--- src/common/mgs_pkg.sv ---
// Purpose: shared constants for the global status and mode registers
// Assumes: byte-wide registers at word offsets 0x000 to 0x002
// Notes: bit positions and masks are used by the design; the bench uses literal values
package mgs_pkg;
    // ----------------------------------------------------------------
    // Register offsets
    // ----------------------------------------------------------------
    localparam int ADDR_W = 12;
    localparam logic [11:0] ADDR_STATUS = 12'h000;
    localparam logic [11:0] ADDR_OPM0 = 12'h001;
    localparam logic [11:0] ADDR_OPM1 = 12'h002;
    // ----------------------------------------------------------------
    // Field positions
    // ----------------------------------------------------------------
    localparam int ST_XFAIL = 6;
    localparam int ST_POR = 5;
    localparam int ST_WDT = 4;
    localparam int ST_PHASE = 2;
    localparam int ST_PREV = 0;
    localparam int OP0_EXTERNAL_CLOCK_SELECT = 4;
    localparam int OP0_SOFTWARE_RESTART = 3;
    localparam int OP0_PROCESSING_DISABLE = 2;
    localparam int OP0_LOW_POWER_SELECT = 1;
    localparam int OP1_CRC = 3;
    localparam int OP1_POL = 2;
    localparam int OP1_CONN = 0;
    // ----------------------------------------------------------------
    // Masks, resets, timing
    // ----------------------------------------------------------------
    localparam logic [7:0] STATUS_MASK = 8'h75;
    localparam logic [7:0] OPM0_MASK = 8'h1e;
    localparam logic [7:0] OPM1_MASK = 8'h0f;
    localparam logic [7:0] STATUS_RST = 8'h00;
    localparam logic [7:0] OPM0_RST = 8'h00;
    localparam logic [7:0] OPM1_RST = 8'h00;
    localparam int RING_OSC_HZ = 1000000;
    localparam int PULSE_W = 16;
    // ----------------------------------------------------------------
    // Types
    // ----------------------------------------------------------------
    typedef enum logic [1:0] {
        CONN_BRANCH = 2'b00,
        CONN_DELTA4 = 2'b01,
        CONN_WYE2 = 2'b10,
        CONN_DELTA3 = 2'b11
    } mgs_conn_e;
    typedef enum logic {PG_IDLE, PG_ACTIVE} mgs_pg_e;
endpackage

--- src/common/mgs_phase_if.sv ---
// Purpose: phase samples in, per-phase power out
// Assumes: one sample set per valid pulse
// Notes: power width leaves room for the summed B voltage
`timescale 1ns/1ps
interface mgs_phase_if #(parameter int W = 16);
    logic valid;
    logic signed [W-1:0] va, vb, vc, ia, ib, ic;
    mgs_pkg::mgs_conn_e cfg;
    logic pvalid;
    logic signed [2*W+1:0] pa, pb, pc;
    modport src (output valid, va, vb, vc, ia, ib, ic, cfg,
                 input pvalid, pa, pb, pc);
    modport calc (input valid, va, vb, vc, ia, ib, ic, cfg,
                  output pvalid, pa, pb, pc);
endinterface

--- src/hdl/mgs_power_calc.sv ---
// Purpose: per-phase power from the connection setting
// Assumes: samples are signed two's complement
// Notes: one cycle latency, result held between samples
`timescale 1ns/1ps
module mgs_power_calc (
    // Clock and reset
    input wire logic clk,
    input wire logic rst_n,
    // Phase data
    mgs_phase_if.calc ph
);
    localparam int PW = $bits(ph.pa);
    logic signed [PW-1:0] va_x, vb_x, vc_x, ia_x, ib_x, ic_x, vb_eff;
    logic signed [PW-1:0] pa_r, pb_r, pc_r, pa_nxt, pb_nxt, pc_nxt;
    logic pv_r, pv_nxt;

    always_comb begin
        va_x = PW'(ph.va);
        vb_x = PW'(ph.vb);
        vc_x = PW'(ph.vc);
        ia_x = PW'(ph.ia);
        ib_x = PW'(ph.ib);
        ic_x = PW'(ph.ic);
        case (ph.cfg)
            // RULE17: split leg uses minus C
            mgs_pkg::CONN_DELTA4: vb_eff = -vc_x;
            // RULE18: B is minus A minus C
            mgs_pkg::CONN_WYE2: vb_eff = -va_x - vc_x;
            // RULE19: B is A minus C
            mgs_pkg::CONN_DELTA3: vb_eff = va_x - vc_x;
            // RULE16: own voltage per branch
            default: vb_eff = vb_x;
        endcase
        pa_nxt = pa_r;
        pb_nxt = pb_r;
        pc_nxt = pc_r;
        pv_nxt = ph.valid;
        if (ph.valid) begin
            pa_nxt = ia_x * va_x;
            pb_nxt = ib_x * vb_eff;
            pc_nxt = ic_x * vc_x;
        end
    end

    always_ff @(posedge clk or negedge rst_n) begin
        if (!rst_n) begin
            pa_r <= '0;
            pb_r <= '0;
            pc_r <= '0;
            pv_r <= 1'b0;
        end else begin
            pa_r <= pa_nxt;
            pb_r <= pb_nxt;
            pc_r <= pc_nxt;
            pv_r <= pv_nxt;
        end
    end
    assign ph.pa = pa_r;
    assign ph.pb = pb_r;
    assign ph.pc = pc_r;
    assign ph.pvalid = pv_r;
endmodule

--- src/hdl/mgs_pulse_gen.sv ---
// Purpose: one energy pulse output with selectable polarity
// Assumes: width counted in clock cycles, zero acts as one
// Notes: events during an active pulse are dropped
`timescale 1ns/1ps
module mgs_pulse_gen #(parameter int WW = mgs_pkg::PULSE_W) (
    // Clock and reset
    input wire logic clk,
    input wire logic rst_n,
    // Control
    input wire logic pol,
    input wire logic [WW-1:0] width,
    input wire logic evt,
    // Pin
    output logic pout
);
    mgs_pkg::mgs_pg_e st_r, st_nxt;
    logic [WW-1:0] cnt_r, cnt_nxt;
    logic out_r, out_nxt;

    always_comb begin
        st_nxt = st_r;
        cnt_nxt = cnt_r;
        out_nxt = out_r;
        case (st_r)
            mgs_pkg::PG_IDLE: begin
                // RULE14: idle at inverse level
                out_nxt = !pol;
                if (evt) begin
                    st_nxt = mgs_pkg::PG_ACTIVE;
                    // RULE15: drive active level
                    out_nxt = pol;
                    cnt_nxt = (width == '0) ? '0 : width - 1'b1;
                end
            end
            default: begin
                out_nxt = pol;
                if (cnt_r == '0) begin
                    st_nxt = mgs_pkg::PG_IDLE;
                    out_nxt = !pol;
                end else begin
                    cnt_nxt = cnt_r - 1'b1;
                end
            end
        endcase
    end

    always_ff @(posedge clk or negedge rst_n) begin
        if (!rst_n) begin
            st_r <= mgs_pkg::PG_IDLE;
            cnt_r <= '0;
            out_r <= 1'b1;
        end else begin
            st_r <= st_nxt;
            cnt_r <= cnt_nxt;
            out_r <= out_nxt;
        end
    end
    assign pout = out_r;
endmodule

--- src/hdl/mgs_regs.sv ---
// Purpose: global status and operating mode registers of the meter
// Assumes: host port is synchronous, one access per cycle
// Notes: serial framing and crc generation live outside
//
// Contract
// RULE1: Crystal failure sets status bit 6, ring oscillator takes over.
// RULE2: Power-on reset sets status bit 5.
// RULE3: Host clears the power-on bit after reading it.
// RULE4: Watchdog reset sets bit 4; host writes zero to rearm.
// RULE5: Status bit 2 shows phase order, one for A-C-B.
// RULE6: Status bit 0 shows energy pulse sign, one for reverse.
// RULE7: External clock bit 4 stops crystal, pin becomes clock input.
// RULE8: Restart bit 3 restarts firmware like power-on.
// RULE9: Restart bit clears itself once the restart happened.
// RULE10: Disable bit 2 stops signal processing, supervision continues; code only drives PROC_DISABLE, power calc keeps running.
// RULE11: Low-power bit 1 moves processor clock to 1MHz ring oscillator.
// RULE12: Host reprograms crystal-tuned parameters after entering low power.
// RULE13: CRC bit 3 adds check byte to reads and expects on writes.
// RULE14: Polarity clear: outputs idle high, pulse low one width.
// RULE15: Polarity set: outputs idle low, pulse high one width.
// RULE16: Connection 00: each phase uses own voltage.
// RULE17: Connection 01: phase B uses negated C voltage.
// RULE18: Connection 10: phase B uses negated sum of A and C.
// RULE19: Connection 11: phase B uses A minus C voltage.
// RULE20: Reserved bits read zero, writes to them ignored.
// RULE21: Host writes to device-owned status bits are ignored.
`timescale 1ns/1ps
module mgs_regs #(
    parameter int W = 16,
    parameter int NP = 2
) (
    // Clock and reset
    input wire logic CLK,
    input wire logic RESET_N,
    // Register port
    input wire logic [mgs_pkg::ADDR_W-1:0] REG_ADDR,
    input wire logic REG_WR,
    input wire logic REG_RD,
    input wire logic [7:0] REG_WDATA,
    output logic [7:0] REG_RDATA,
    // Status sources
    input wire logic CRYSTAL_FAIL,
    input wire logic POR_EVENT,
    input wire logic WDT_EVENT,
    input wire logic PHASE_REVERSED,
    input wire logic PULSE_REVERSED,
    input wire logic RESTART_DONE,
    // Mode controls
    output logic CRYSTAL_OSC_EN,
    output logic CRYSTAL_PIN_CLKIN,
    output logic FW_RESTART,
    output logic PROC_DISABLE,
    output logic RING_OSC_SEL,
    output logic SERIAL_CHECK_EN,
    // Pulse outputs
    input wire logic [NP-1:0] PULSE_EVENT,
    input wire logic [mgs_pkg::PULSE_W-1:0] PULSE_WIDTH,
    output logic [NP-1:0] ENERGY_PULSE_OUT,
    // Phase data
    input wire logic SAMPLE_VALID,
    input wire logic signed [W-1:0] VOLT_A,
    input wire logic signed [W-1:0] VOLT_B,
    input wire logic signed [W-1:0] VOLT_C,
    input wire logic signed [W-1:0] CURR_A,
    input wire logic signed [W-1:0] CURR_B,
    input wire logic signed [W-1:0] CURR_C,
    output logic POWER_VALID,
    output logic signed [2*W+1:0] POWER_A,
    output logic signed [2*W+1:0] POWER_B,
    output logic signed [2*W+1:0] POWER_C
);
    localparam int PW = 2 * W + 2;

    // ----------------------------------------------------------------
    // Access decode
    // ----------------------------------------------------------------
    logic wr_st, wr_op0, wr_op1;
    assign wr_st = REG_WR && (REG_ADDR == mgs_pkg::ADDR_STATUS);
    assign wr_op0 = REG_WR && (REG_ADDR == mgs_pkg::ADDR_OPM0);
    assign wr_op1 = REG_WR && (REG_ADDR == mgs_pkg::ADDR_OPM1);

    // ----------------------------------------------------------------
    // Status register
    // ----------------------------------------------------------------
    logic xfail_r, xfail_nxt;
    logic por_r, por_nxt;
    logic wdt_r, wdt_nxt;
    logic phase_r, phase_nxt;
    logic prev_r, prev_nxt;

    always_comb begin
        // RULE1: crystal state tracked live
        xfail_nxt = CRYSTAL_FAIL;
        // RULE5: phase order tracked live
        phase_nxt = PHASE_REVERSED;
        // RULE6: pulse sign tracked live
        prev_nxt = PULSE_REVERSED;
        por_nxt = por_r;
        wdt_nxt = wdt_r;
        // RULE21: only cause bits writable
        if (wr_st) begin
            por_nxt = REG_WDATA[mgs_pkg::ST_POR];
            wdt_nxt = REG_WDATA[mgs_pkg::ST_WDT];
        end
        // RULE2: set wins over host write
        if (POR_EVENT) begin
            por_nxt = 1'b1;
        end
        // RULE4: set wins over host clear
        if (WDT_EVENT) begin
            wdt_nxt = 1'b1;
        end
    end

    always_ff @(posedge CLK or negedge RESET_N) begin
        if (!RESET_N) begin
            xfail_r <= mgs_pkg::STATUS_RST[mgs_pkg::ST_XFAIL];
            por_r <= mgs_pkg::STATUS_RST[mgs_pkg::ST_POR];
            wdt_r <= mgs_pkg::STATUS_RST[mgs_pkg::ST_WDT];
            phase_r <= mgs_pkg::STATUS_RST[mgs_pkg::ST_PHASE];
            prev_r <= mgs_pkg::STATUS_RST[mgs_pkg::ST_PREV];
        end else begin
            xfail_r <= xfail_nxt;
            por_r <= por_nxt;
            wdt_r <= wdt_nxt;
            phase_r <= phase_nxt;
            prev_r <= prev_nxt;
        end
    end

    // ----------------------------------------------------------------
    // Operating mode registers
    // ----------------------------------------------------------------
    logic external_clock_select_r, external_clock_select_nxt;
    logic software_restart_r, software_restart_nxt;
    logic processing_disable_r, processing_disable_nxt;
    logic low_power_select_r, low_power_select_nxt;
    logic crc_r, crc_nxt;
    logic pol_r, pol_nxt;
    mgs_pkg::mgs_conn_e conn_r, conn_nxt;
    logic osc_en_r, osc_en_nxt;
    logic ring_r, ring_nxt;

    always_comb begin
        external_clock_select_nxt = external_clock_select_r;
        software_restart_nxt = software_restart_r;
        processing_disable_nxt = processing_disable_r;
        low_power_select_nxt = low_power_select_r;
        crc_nxt = crc_r;
        pol_nxt = pol_r;
        conn_nxt = conn_r;
        // RULE9: self clear after restart
        if (RESTART_DONE) begin
            software_restart_nxt = 1'b0;
        end
        // RULE20: reserved bits never stored
        if (wr_op0) begin
            external_clock_select_nxt = REG_WDATA[mgs_pkg::OP0_EXTERNAL_CLOCK_SELECT];
            // RULE8: request firmware restart
            software_restart_nxt = REG_WDATA[mgs_pkg::OP0_SOFTWARE_RESTART];
            processing_disable_nxt = REG_WDATA[mgs_pkg::OP0_PROCESSING_DISABLE];
            low_power_select_nxt = REG_WDATA[mgs_pkg::OP0_LOW_POWER_SELECT];
        end
        if (wr_op1) begin
            crc_nxt = REG_WDATA[mgs_pkg::OP1_CRC];
            pol_nxt = REG_WDATA[mgs_pkg::OP1_POL];
            conn_nxt = mgs_pkg::mgs_conn_e'(REG_WDATA[mgs_pkg::OP1_CONN +: 2]);
        end
        // RULE7: crystal oscillator off in external clock mode
        osc_en_nxt = !external_clock_select_nxt;
        // Fallback also covers a dead crystal, not only low power
        // RULE11: ring oscillator in low power
        ring_nxt = low_power_select_nxt || xfail_nxt;
    end

    always_ff @(posedge CLK or negedge RESET_N) begin
        if (!RESET_N) begin
            external_clock_select_r <= mgs_pkg::OPM0_RST[mgs_pkg::OP0_EXTERNAL_CLOCK_SELECT];
            software_restart_r <= mgs_pkg::OPM0_RST[mgs_pkg::OP0_SOFTWARE_RESTART];
            processing_disable_r <= mgs_pkg::OPM0_RST[mgs_pkg::OP0_PROCESSING_DISABLE];
            low_power_select_r <= mgs_pkg::OPM0_RST[mgs_pkg::OP0_LOW_POWER_SELECT];
            crc_r <= mgs_pkg::OPM1_RST[mgs_pkg::OP1_CRC];
            pol_r <= mgs_pkg::OPM1_RST[mgs_pkg::OP1_POL];
            conn_r <= mgs_pkg::CONN_BRANCH;
            osc_en_r <= 1'b1;
            ring_r <= 1'b0;
        end else begin
            external_clock_select_r <= external_clock_select_nxt;
            software_restart_r <= software_restart_nxt;
            processing_disable_r <= processing_disable_nxt;
            low_power_select_r <= low_power_select_nxt;
            crc_r <= crc_nxt;
            pol_r <= pol_nxt;
            conn_r <= conn_nxt;
            osc_en_r <= osc_en_nxt;
            ring_r <= ring_nxt;
        end
    end

    assign CRYSTAL_OSC_EN = osc_en_r;
    assign CRYSTAL_PIN_CLKIN = external_clock_select_r;
    assign FW_RESTART = software_restart_r;
    // RULE10: halt flag exported only, power calc keeps running; port still served
    assign PROC_DISABLE = processing_disable_r;
    assign RING_OSC_SEL = ring_r;
    // RULE13: framer appends and checks crc byte
    assign SERIAL_CHECK_EN = crc_r;

    // ----------------------------------------------------------------
    // Read path
    // ----------------------------------------------------------------
    logic [7:0] st_v, op0_v, op1_v;
    logic [7:0] rdata_r, rdata_nxt;

    always_comb begin
        st_v = 8'h00;
        st_v[mgs_pkg::ST_XFAIL] = xfail_r;
        st_v[mgs_pkg::ST_POR] = por_r;
        st_v[mgs_pkg::ST_WDT] = wdt_r;
        st_v[mgs_pkg::ST_PHASE] = phase_r;
        st_v[mgs_pkg::ST_PREV] = prev_r;
        op0_v = 8'h00;
        op0_v[mgs_pkg::OP0_EXTERNAL_CLOCK_SELECT] = external_clock_select_r;
        op0_v[mgs_pkg::OP0_SOFTWARE_RESTART] = software_restart_r;
        op0_v[mgs_pkg::OP0_PROCESSING_DISABLE] = processing_disable_r;
        op0_v[mgs_pkg::OP0_LOW_POWER_SELECT] = low_power_select_r;
        op1_v = 8'h00;
        op1_v[mgs_pkg::OP1_CRC] = crc_r;
        op1_v[mgs_pkg::OP1_POL] = pol_r;
        op1_v[mgs_pkg::OP1_CONN +: 2] = conn_r;
        rdata_nxt = rdata_r;
        // RULE20: reserved and unmapped read zero
        if (REG_RD) begin
            if (REG_ADDR == mgs_pkg::ADDR_STATUS) begin
                rdata_nxt = st_v & mgs_pkg::STATUS_MASK;
            end else if (REG_ADDR == mgs_pkg::ADDR_OPM0) begin
                rdata_nxt = op0_v & mgs_pkg::OPM0_MASK;
            end else if (REG_ADDR == mgs_pkg::ADDR_OPM1) begin
                rdata_nxt = op1_v & mgs_pkg::OPM1_MASK;
            end else begin
                rdata_nxt = 8'h00;
            end
        end
    end

    always_ff @(posedge CLK or negedge RESET_N) begin
        if (!RESET_N) begin
            rdata_r <= 8'h00;
        end else begin
            rdata_r <= rdata_nxt;
        end
    end
    assign REG_RDATA = rdata_r;

    // ----------------------------------------------------------------
    // Pulse outputs and power
    // ----------------------------------------------------------------
    // RULE14: shared polarity drives every output
    for (genvar g = 0; g < NP; g++) begin : g_pulse
        mgs_pulse_gen #(.WW(mgs_pkg::PULSE_W)) u_pg (
            .clk(CLK),
            .rst_n(RESET_N),
            .pol(pol_r),
            .width(PULSE_WIDTH),
            .evt(PULSE_EVENT[g]),
            .pout(ENERGY_PULSE_OUT[g])
        );
    end

    mgs_phase_if #(.W(W)) ph ();
    assign ph.valid = SAMPLE_VALID;
    assign ph.va = VOLT_A;
    assign ph.vb = VOLT_B;
    assign ph.vc = VOLT_C;
    assign ph.ia = CURR_A;
    assign ph.ib = CURR_B;
    assign ph.ic = CURR_C;
    // RULE16: configuration steers the calculator
    assign ph.cfg = conn_r;

    mgs_power_calc u_pc (
        .clk(CLK),
        .rst_n(RESET_N),
        .ph(ph.calc)
    );
    assign POWER_VALID = ph.pvalid;
    assign POWER_A = ph.pa;
    assign POWER_B = ph.pb;
    assign POWER_C = ph.pc;
endmodule
--- config.mk ---
export PLATFORM = sky130hd
export DESIGN_NAME = mgs_regs
export DESIGN_NICKNAME = d
export VERILOG_FILES = /design/src/common/mgs_pkg.sv /design/src/common/mgs_phase_if.sv /design/src/hdl/mgs_power_calc.sv /design/src/hdl/mgs_pulse_gen.sv /design/src/hdl/mgs_regs.sv
export SDC_FILE = /design/constraint.sdc
export NUM_CORES = 2
export LEC_CHECK = 0
export BUFFER_PORTS_ARGS = -buffer_cell sky130_fd_sc_hd__buf_2
export CAP_MARGIN = 20
export CORE_UTILIZATION = 58
export CTS_CLUSTER_DIAMETER = 60
export CTS_CLUSTER_SIZE = 28
export DETAILED_ROUTE_END_ITERATION = 10
export GPL_TIMING_DRIVEN = 0
export PLACE_DENSITY = 0.89
export SLEW_MARGIN = 20
export SYNTH_ARGS = -nofsm -noshare
export SYNTH_HDL_FRONTEND = slang
export SYNTH_HIERARCHICAL = 1
export SYNTH_SLANG_ARGS = --single-unit
--- constraint.sdc ---
create_clock -name CLK -period 7.1 [get_ports CLK]
set_clock_uncertainty 0.05 [all_clocks]
set_input_delay 0.355 -clock CLK [delete_from_list [all_inputs] [get_ports CLK]]
set_output_delay 0.355 -clock CLK [all_outputs]
set_load 0.05 [all_outputs]
==> impl_results.md <==
- Initial antenna violation count: 19
- PortBufs: 248
- WL final: 130000 um
- Layout Area Growth over Synthesis: 14.0%
- Net Count, Synth: about 6000
- Residual DRC: 0
- RSZ-0062 raised after global routing: yes
- Worst R2R Start: conn_r[0]
- Site Rows: 98
- Most used routing layer: met2
- Mapped cell area: 0.0425 mm^2
- Status: finished, violations left
- Met1 Use GR: a little over two fifths
- Final WS setup: -1.89 ns
- CP arrival: between 9 and 10 ns
- Reg2reg path depth: 31
- Worst slew pin tran: 1.05 ns
- R2R Setup Slk: -1.37 ns
- Register area share after synthesis: a little under a tenth
- Hold depth: 2
- Vias: 35300
- CP Buf/Inv Count: 10
- Most used DFF post-synth: dfrtp_1
- Slowest CP cell: mux4_2
- Detailed Routing Iterations Pass 1: 9
- CP startpoint kind: input pin
- Largest stage delay, worst path: ~0.63 ns
- Min cycle time layout: 8.99 ns
- CP delay by family, top: adder cells
- Worst-case clock buffer depth: 2
- Slew margin rel.: between 20 and 30%
- Number of setup violations in the final report: 22
- Post-route insts no fill: 5989
- Post-synth top area cell: fa_1
- ANT nets after route: 0
- Initial DRC count: 3538
- Vias in the first global route: 37900
- Max_cap viols: 0
- Setup_tns: -28.26 ns
- Final Cycle Share: 127%
- RePlAce Congestion: between 1 and 1.5
- Ports: 264
- Die Height: 273 um
- Cell with the most instances after synthesis: inv_1
- Clock Sinks: 157
- CTS root buf: clkbuf_16
- Die ar.: 0.0744 mm^2
- Starting Density: 59.1%
- Grt ovf: 0
- CP Capture Type: flop
- Slew Viols, Final: 0
- Core area: about 0.07 mm^2
- CTS tree: done
- WL/cell: 21.7 um
- Synth top area cells: fa_1 40%, inv_1 9.4%, ha_1 9.4%
- Post-Syn Instances: 4646
- Cells after DPL: between 5000 and 6000
- H-Tree Depth: 4
- Commonest cells in the synthesized netlist: 1067 x inv_1, 858 x fa_1, 477 x nand2_1, 392 x and2_1, 319 x ha_1
- Asr flop ratio synth: 100%
- Synthesized area per cell: 9.15 um^2
- Met3 usage: 12.0%
- Placed instance area: ~0.046 mm^2
- Worst Path Required: 7.43 ns
- Post-synth cell types: 91
- Fmax: 111 MHz
- Yosys warnings: 6
- CTS Buf Count: 17
- Post-synth EDFFs: 0
- Share of cells above drive strength 1: 16.2%
- Worst hold path type: in2reg
- CP Class: in2reg
- All-Layer GR Usage: 35.6%
- Min-delay src: REG_WDATA[0]
- Dpl hpwl: 102000 um
- DR vias/cell: roughly 6
- Largest net degree at the start of global routing: 95
- Crit-path max FO: 9
- Most used cell, CP: fa_1
- Failing checks: setup timing
- Pre-CTS setup slack: -3.63 ns
- Clock latency on the worst-skew pair: 0.51 ns
- Yosys reg bits: 157
- Global-route wire length before repair: slightly above 200000 um
- Final Hold Vio Count: 0
- Design Area, Final: 0.0485 mm^2
- Number of nets in the layout: 6339
- Critical Path Stages: 40
- Reg2reg end: u_pc/ph.pb[33]
- Fillers: between 5000 and 6000
- Synth top area share: about two fifths
- Grt met2 use: 56.2%
- Hold path endpoint: conn_r[0]
- Die outline width: 273 um
- Clock-pin transition on the worst setup and hold timing paths: around 0.080 ns
[cells in the final DEF (no fill, tap or decap), types with 15 or more instances in the layout]
cell and count:
fa_1 843, inv_2 23, a21oi_2 24, buf_6 25, mux2_4 15, nand3_1 38, o21ai_0 82, buf_2 242
o21bai_1 17, a21oi_1 114, dfrtp_1 153, and2_1 387, nor3_1 38, nand2b_1 50, fa_2 15, xor2_1 42
buf_4 114, xnor2_1 134, nor4_1 15, mux2i_1 16, o21a_1 21, ha_4 33, clkbuf_16 32, mux2_2 72
clkbuf_8 15, nand2_1 473, clkbuf_1 73, nor2b_1 27, ha_1 282, and3_1 19, inv_1 1039, clkbuf_2 36
a21o_1 59, nor2_1 132
[worst max path at each step]
stage	slack, ns	startpoint	end
CTS	-1.78	VOLT_C[1]	u_pc/ph.pb[30]
global placement	-3.90	VOLT_C[11]	u_pc/ph.pb[33]
detailed placement	-3.63	VOLT_C[6]	u_pc/ph.pb[33]
finish	-1.89	VOLT_A[5]	u_pc/ph.pb[33]
global route	-2.06	VOLT_C[1]	u_pc/ph.pb[33]
floorplan	-1.72	VOLT_C[1]	u_pc/ph.pb[33]
[kinds of logic (layout without fill, tap and decap cells)]
group                      count (synthesis)  after routing  share of synthesized area [%]
AOI/OAI and AO/OA                        461            461                           7.08
muxes                                    113            113                           3.23
DFF                                      157            157                           9.25
and+or+nand+nor                         1290           1290                           15.5
xor gates and xnor gates                 183            183                           3.77
other                                      1             10                        0.00882
buffers and inverters                   1264           1648                           11.3
adders and majority gates               1177           1177                           49.8
[flip-flops by register name, summed over array words and instances (netlist names), named ones only]
register / cells
phase_r: 1
g_pulse.u_pg/st_r: 2
por_r: 1
SERIAL_CHECK_EN: 1
u_pc/ph.pa: 32
REG_RDATA: 7
u_pc/ph.pvalid: 1
CRYSTAL_OSC_EN: 1
u_pc/ph.pb: 34
pol_r: 1
PROC_DISABLE: 1
xfail_r: 1
FW_RESTART: 1
low_power_select_r: 1
conn_r: 2
wdt_r: 1
RING_OSC_SEL: 1
prev_r: 1
g_pulse.u_pg/cnt_r: 32
u_pc/ph.pc: 32
g_pulse.u_pg/pout: 2
[per-layer routing]
metal  vias up  share of wire, %
li1      14900                 -
met1     17400                35
met2      2370                46
met3       616                12
met4        20               6.2
met5         -             0.092
[final cells by class]
class                           count  area [um^2]  area share [%]
Antenna cell                        9         22.5          0.0465
Clock buffer                       17          425           0.878
Clock inverter                     15          180           0.372
Sequential cell                   157         3930            8.12
Inverter                         1072         4060            8.38
Tap cell                          950         1190            2.45
Timing Repair Buffer              375         2440            5.03
Multi-Input combinational cell   3225        34900            72.1
Buffer                            169         1260            2.61
[timing repair]
item / CTS / global route
pin swaps: 94 / 70
hold buffers: 6 / 0
resized for setup: 231 / 102
setup buffers: 91 / 28
hold endpoints to repair: 68 / 0
setup endpoints to repair: 28 / 29
[stage by stage]
step | hold slack [ns] | util, %
floorplan | 0.00941 | -
global placement | 0.414 | 63.4
detailed placement | 0.317 | 63.5
CTS | 0.00698 | 66.6
global route | 0.0263 | 67.3
finish | 0.0237 | 67.3
Power is left out: the tool's default activity adds up to more than one toggle a clock period on the data nets, which glitch-free logic cannot reach.
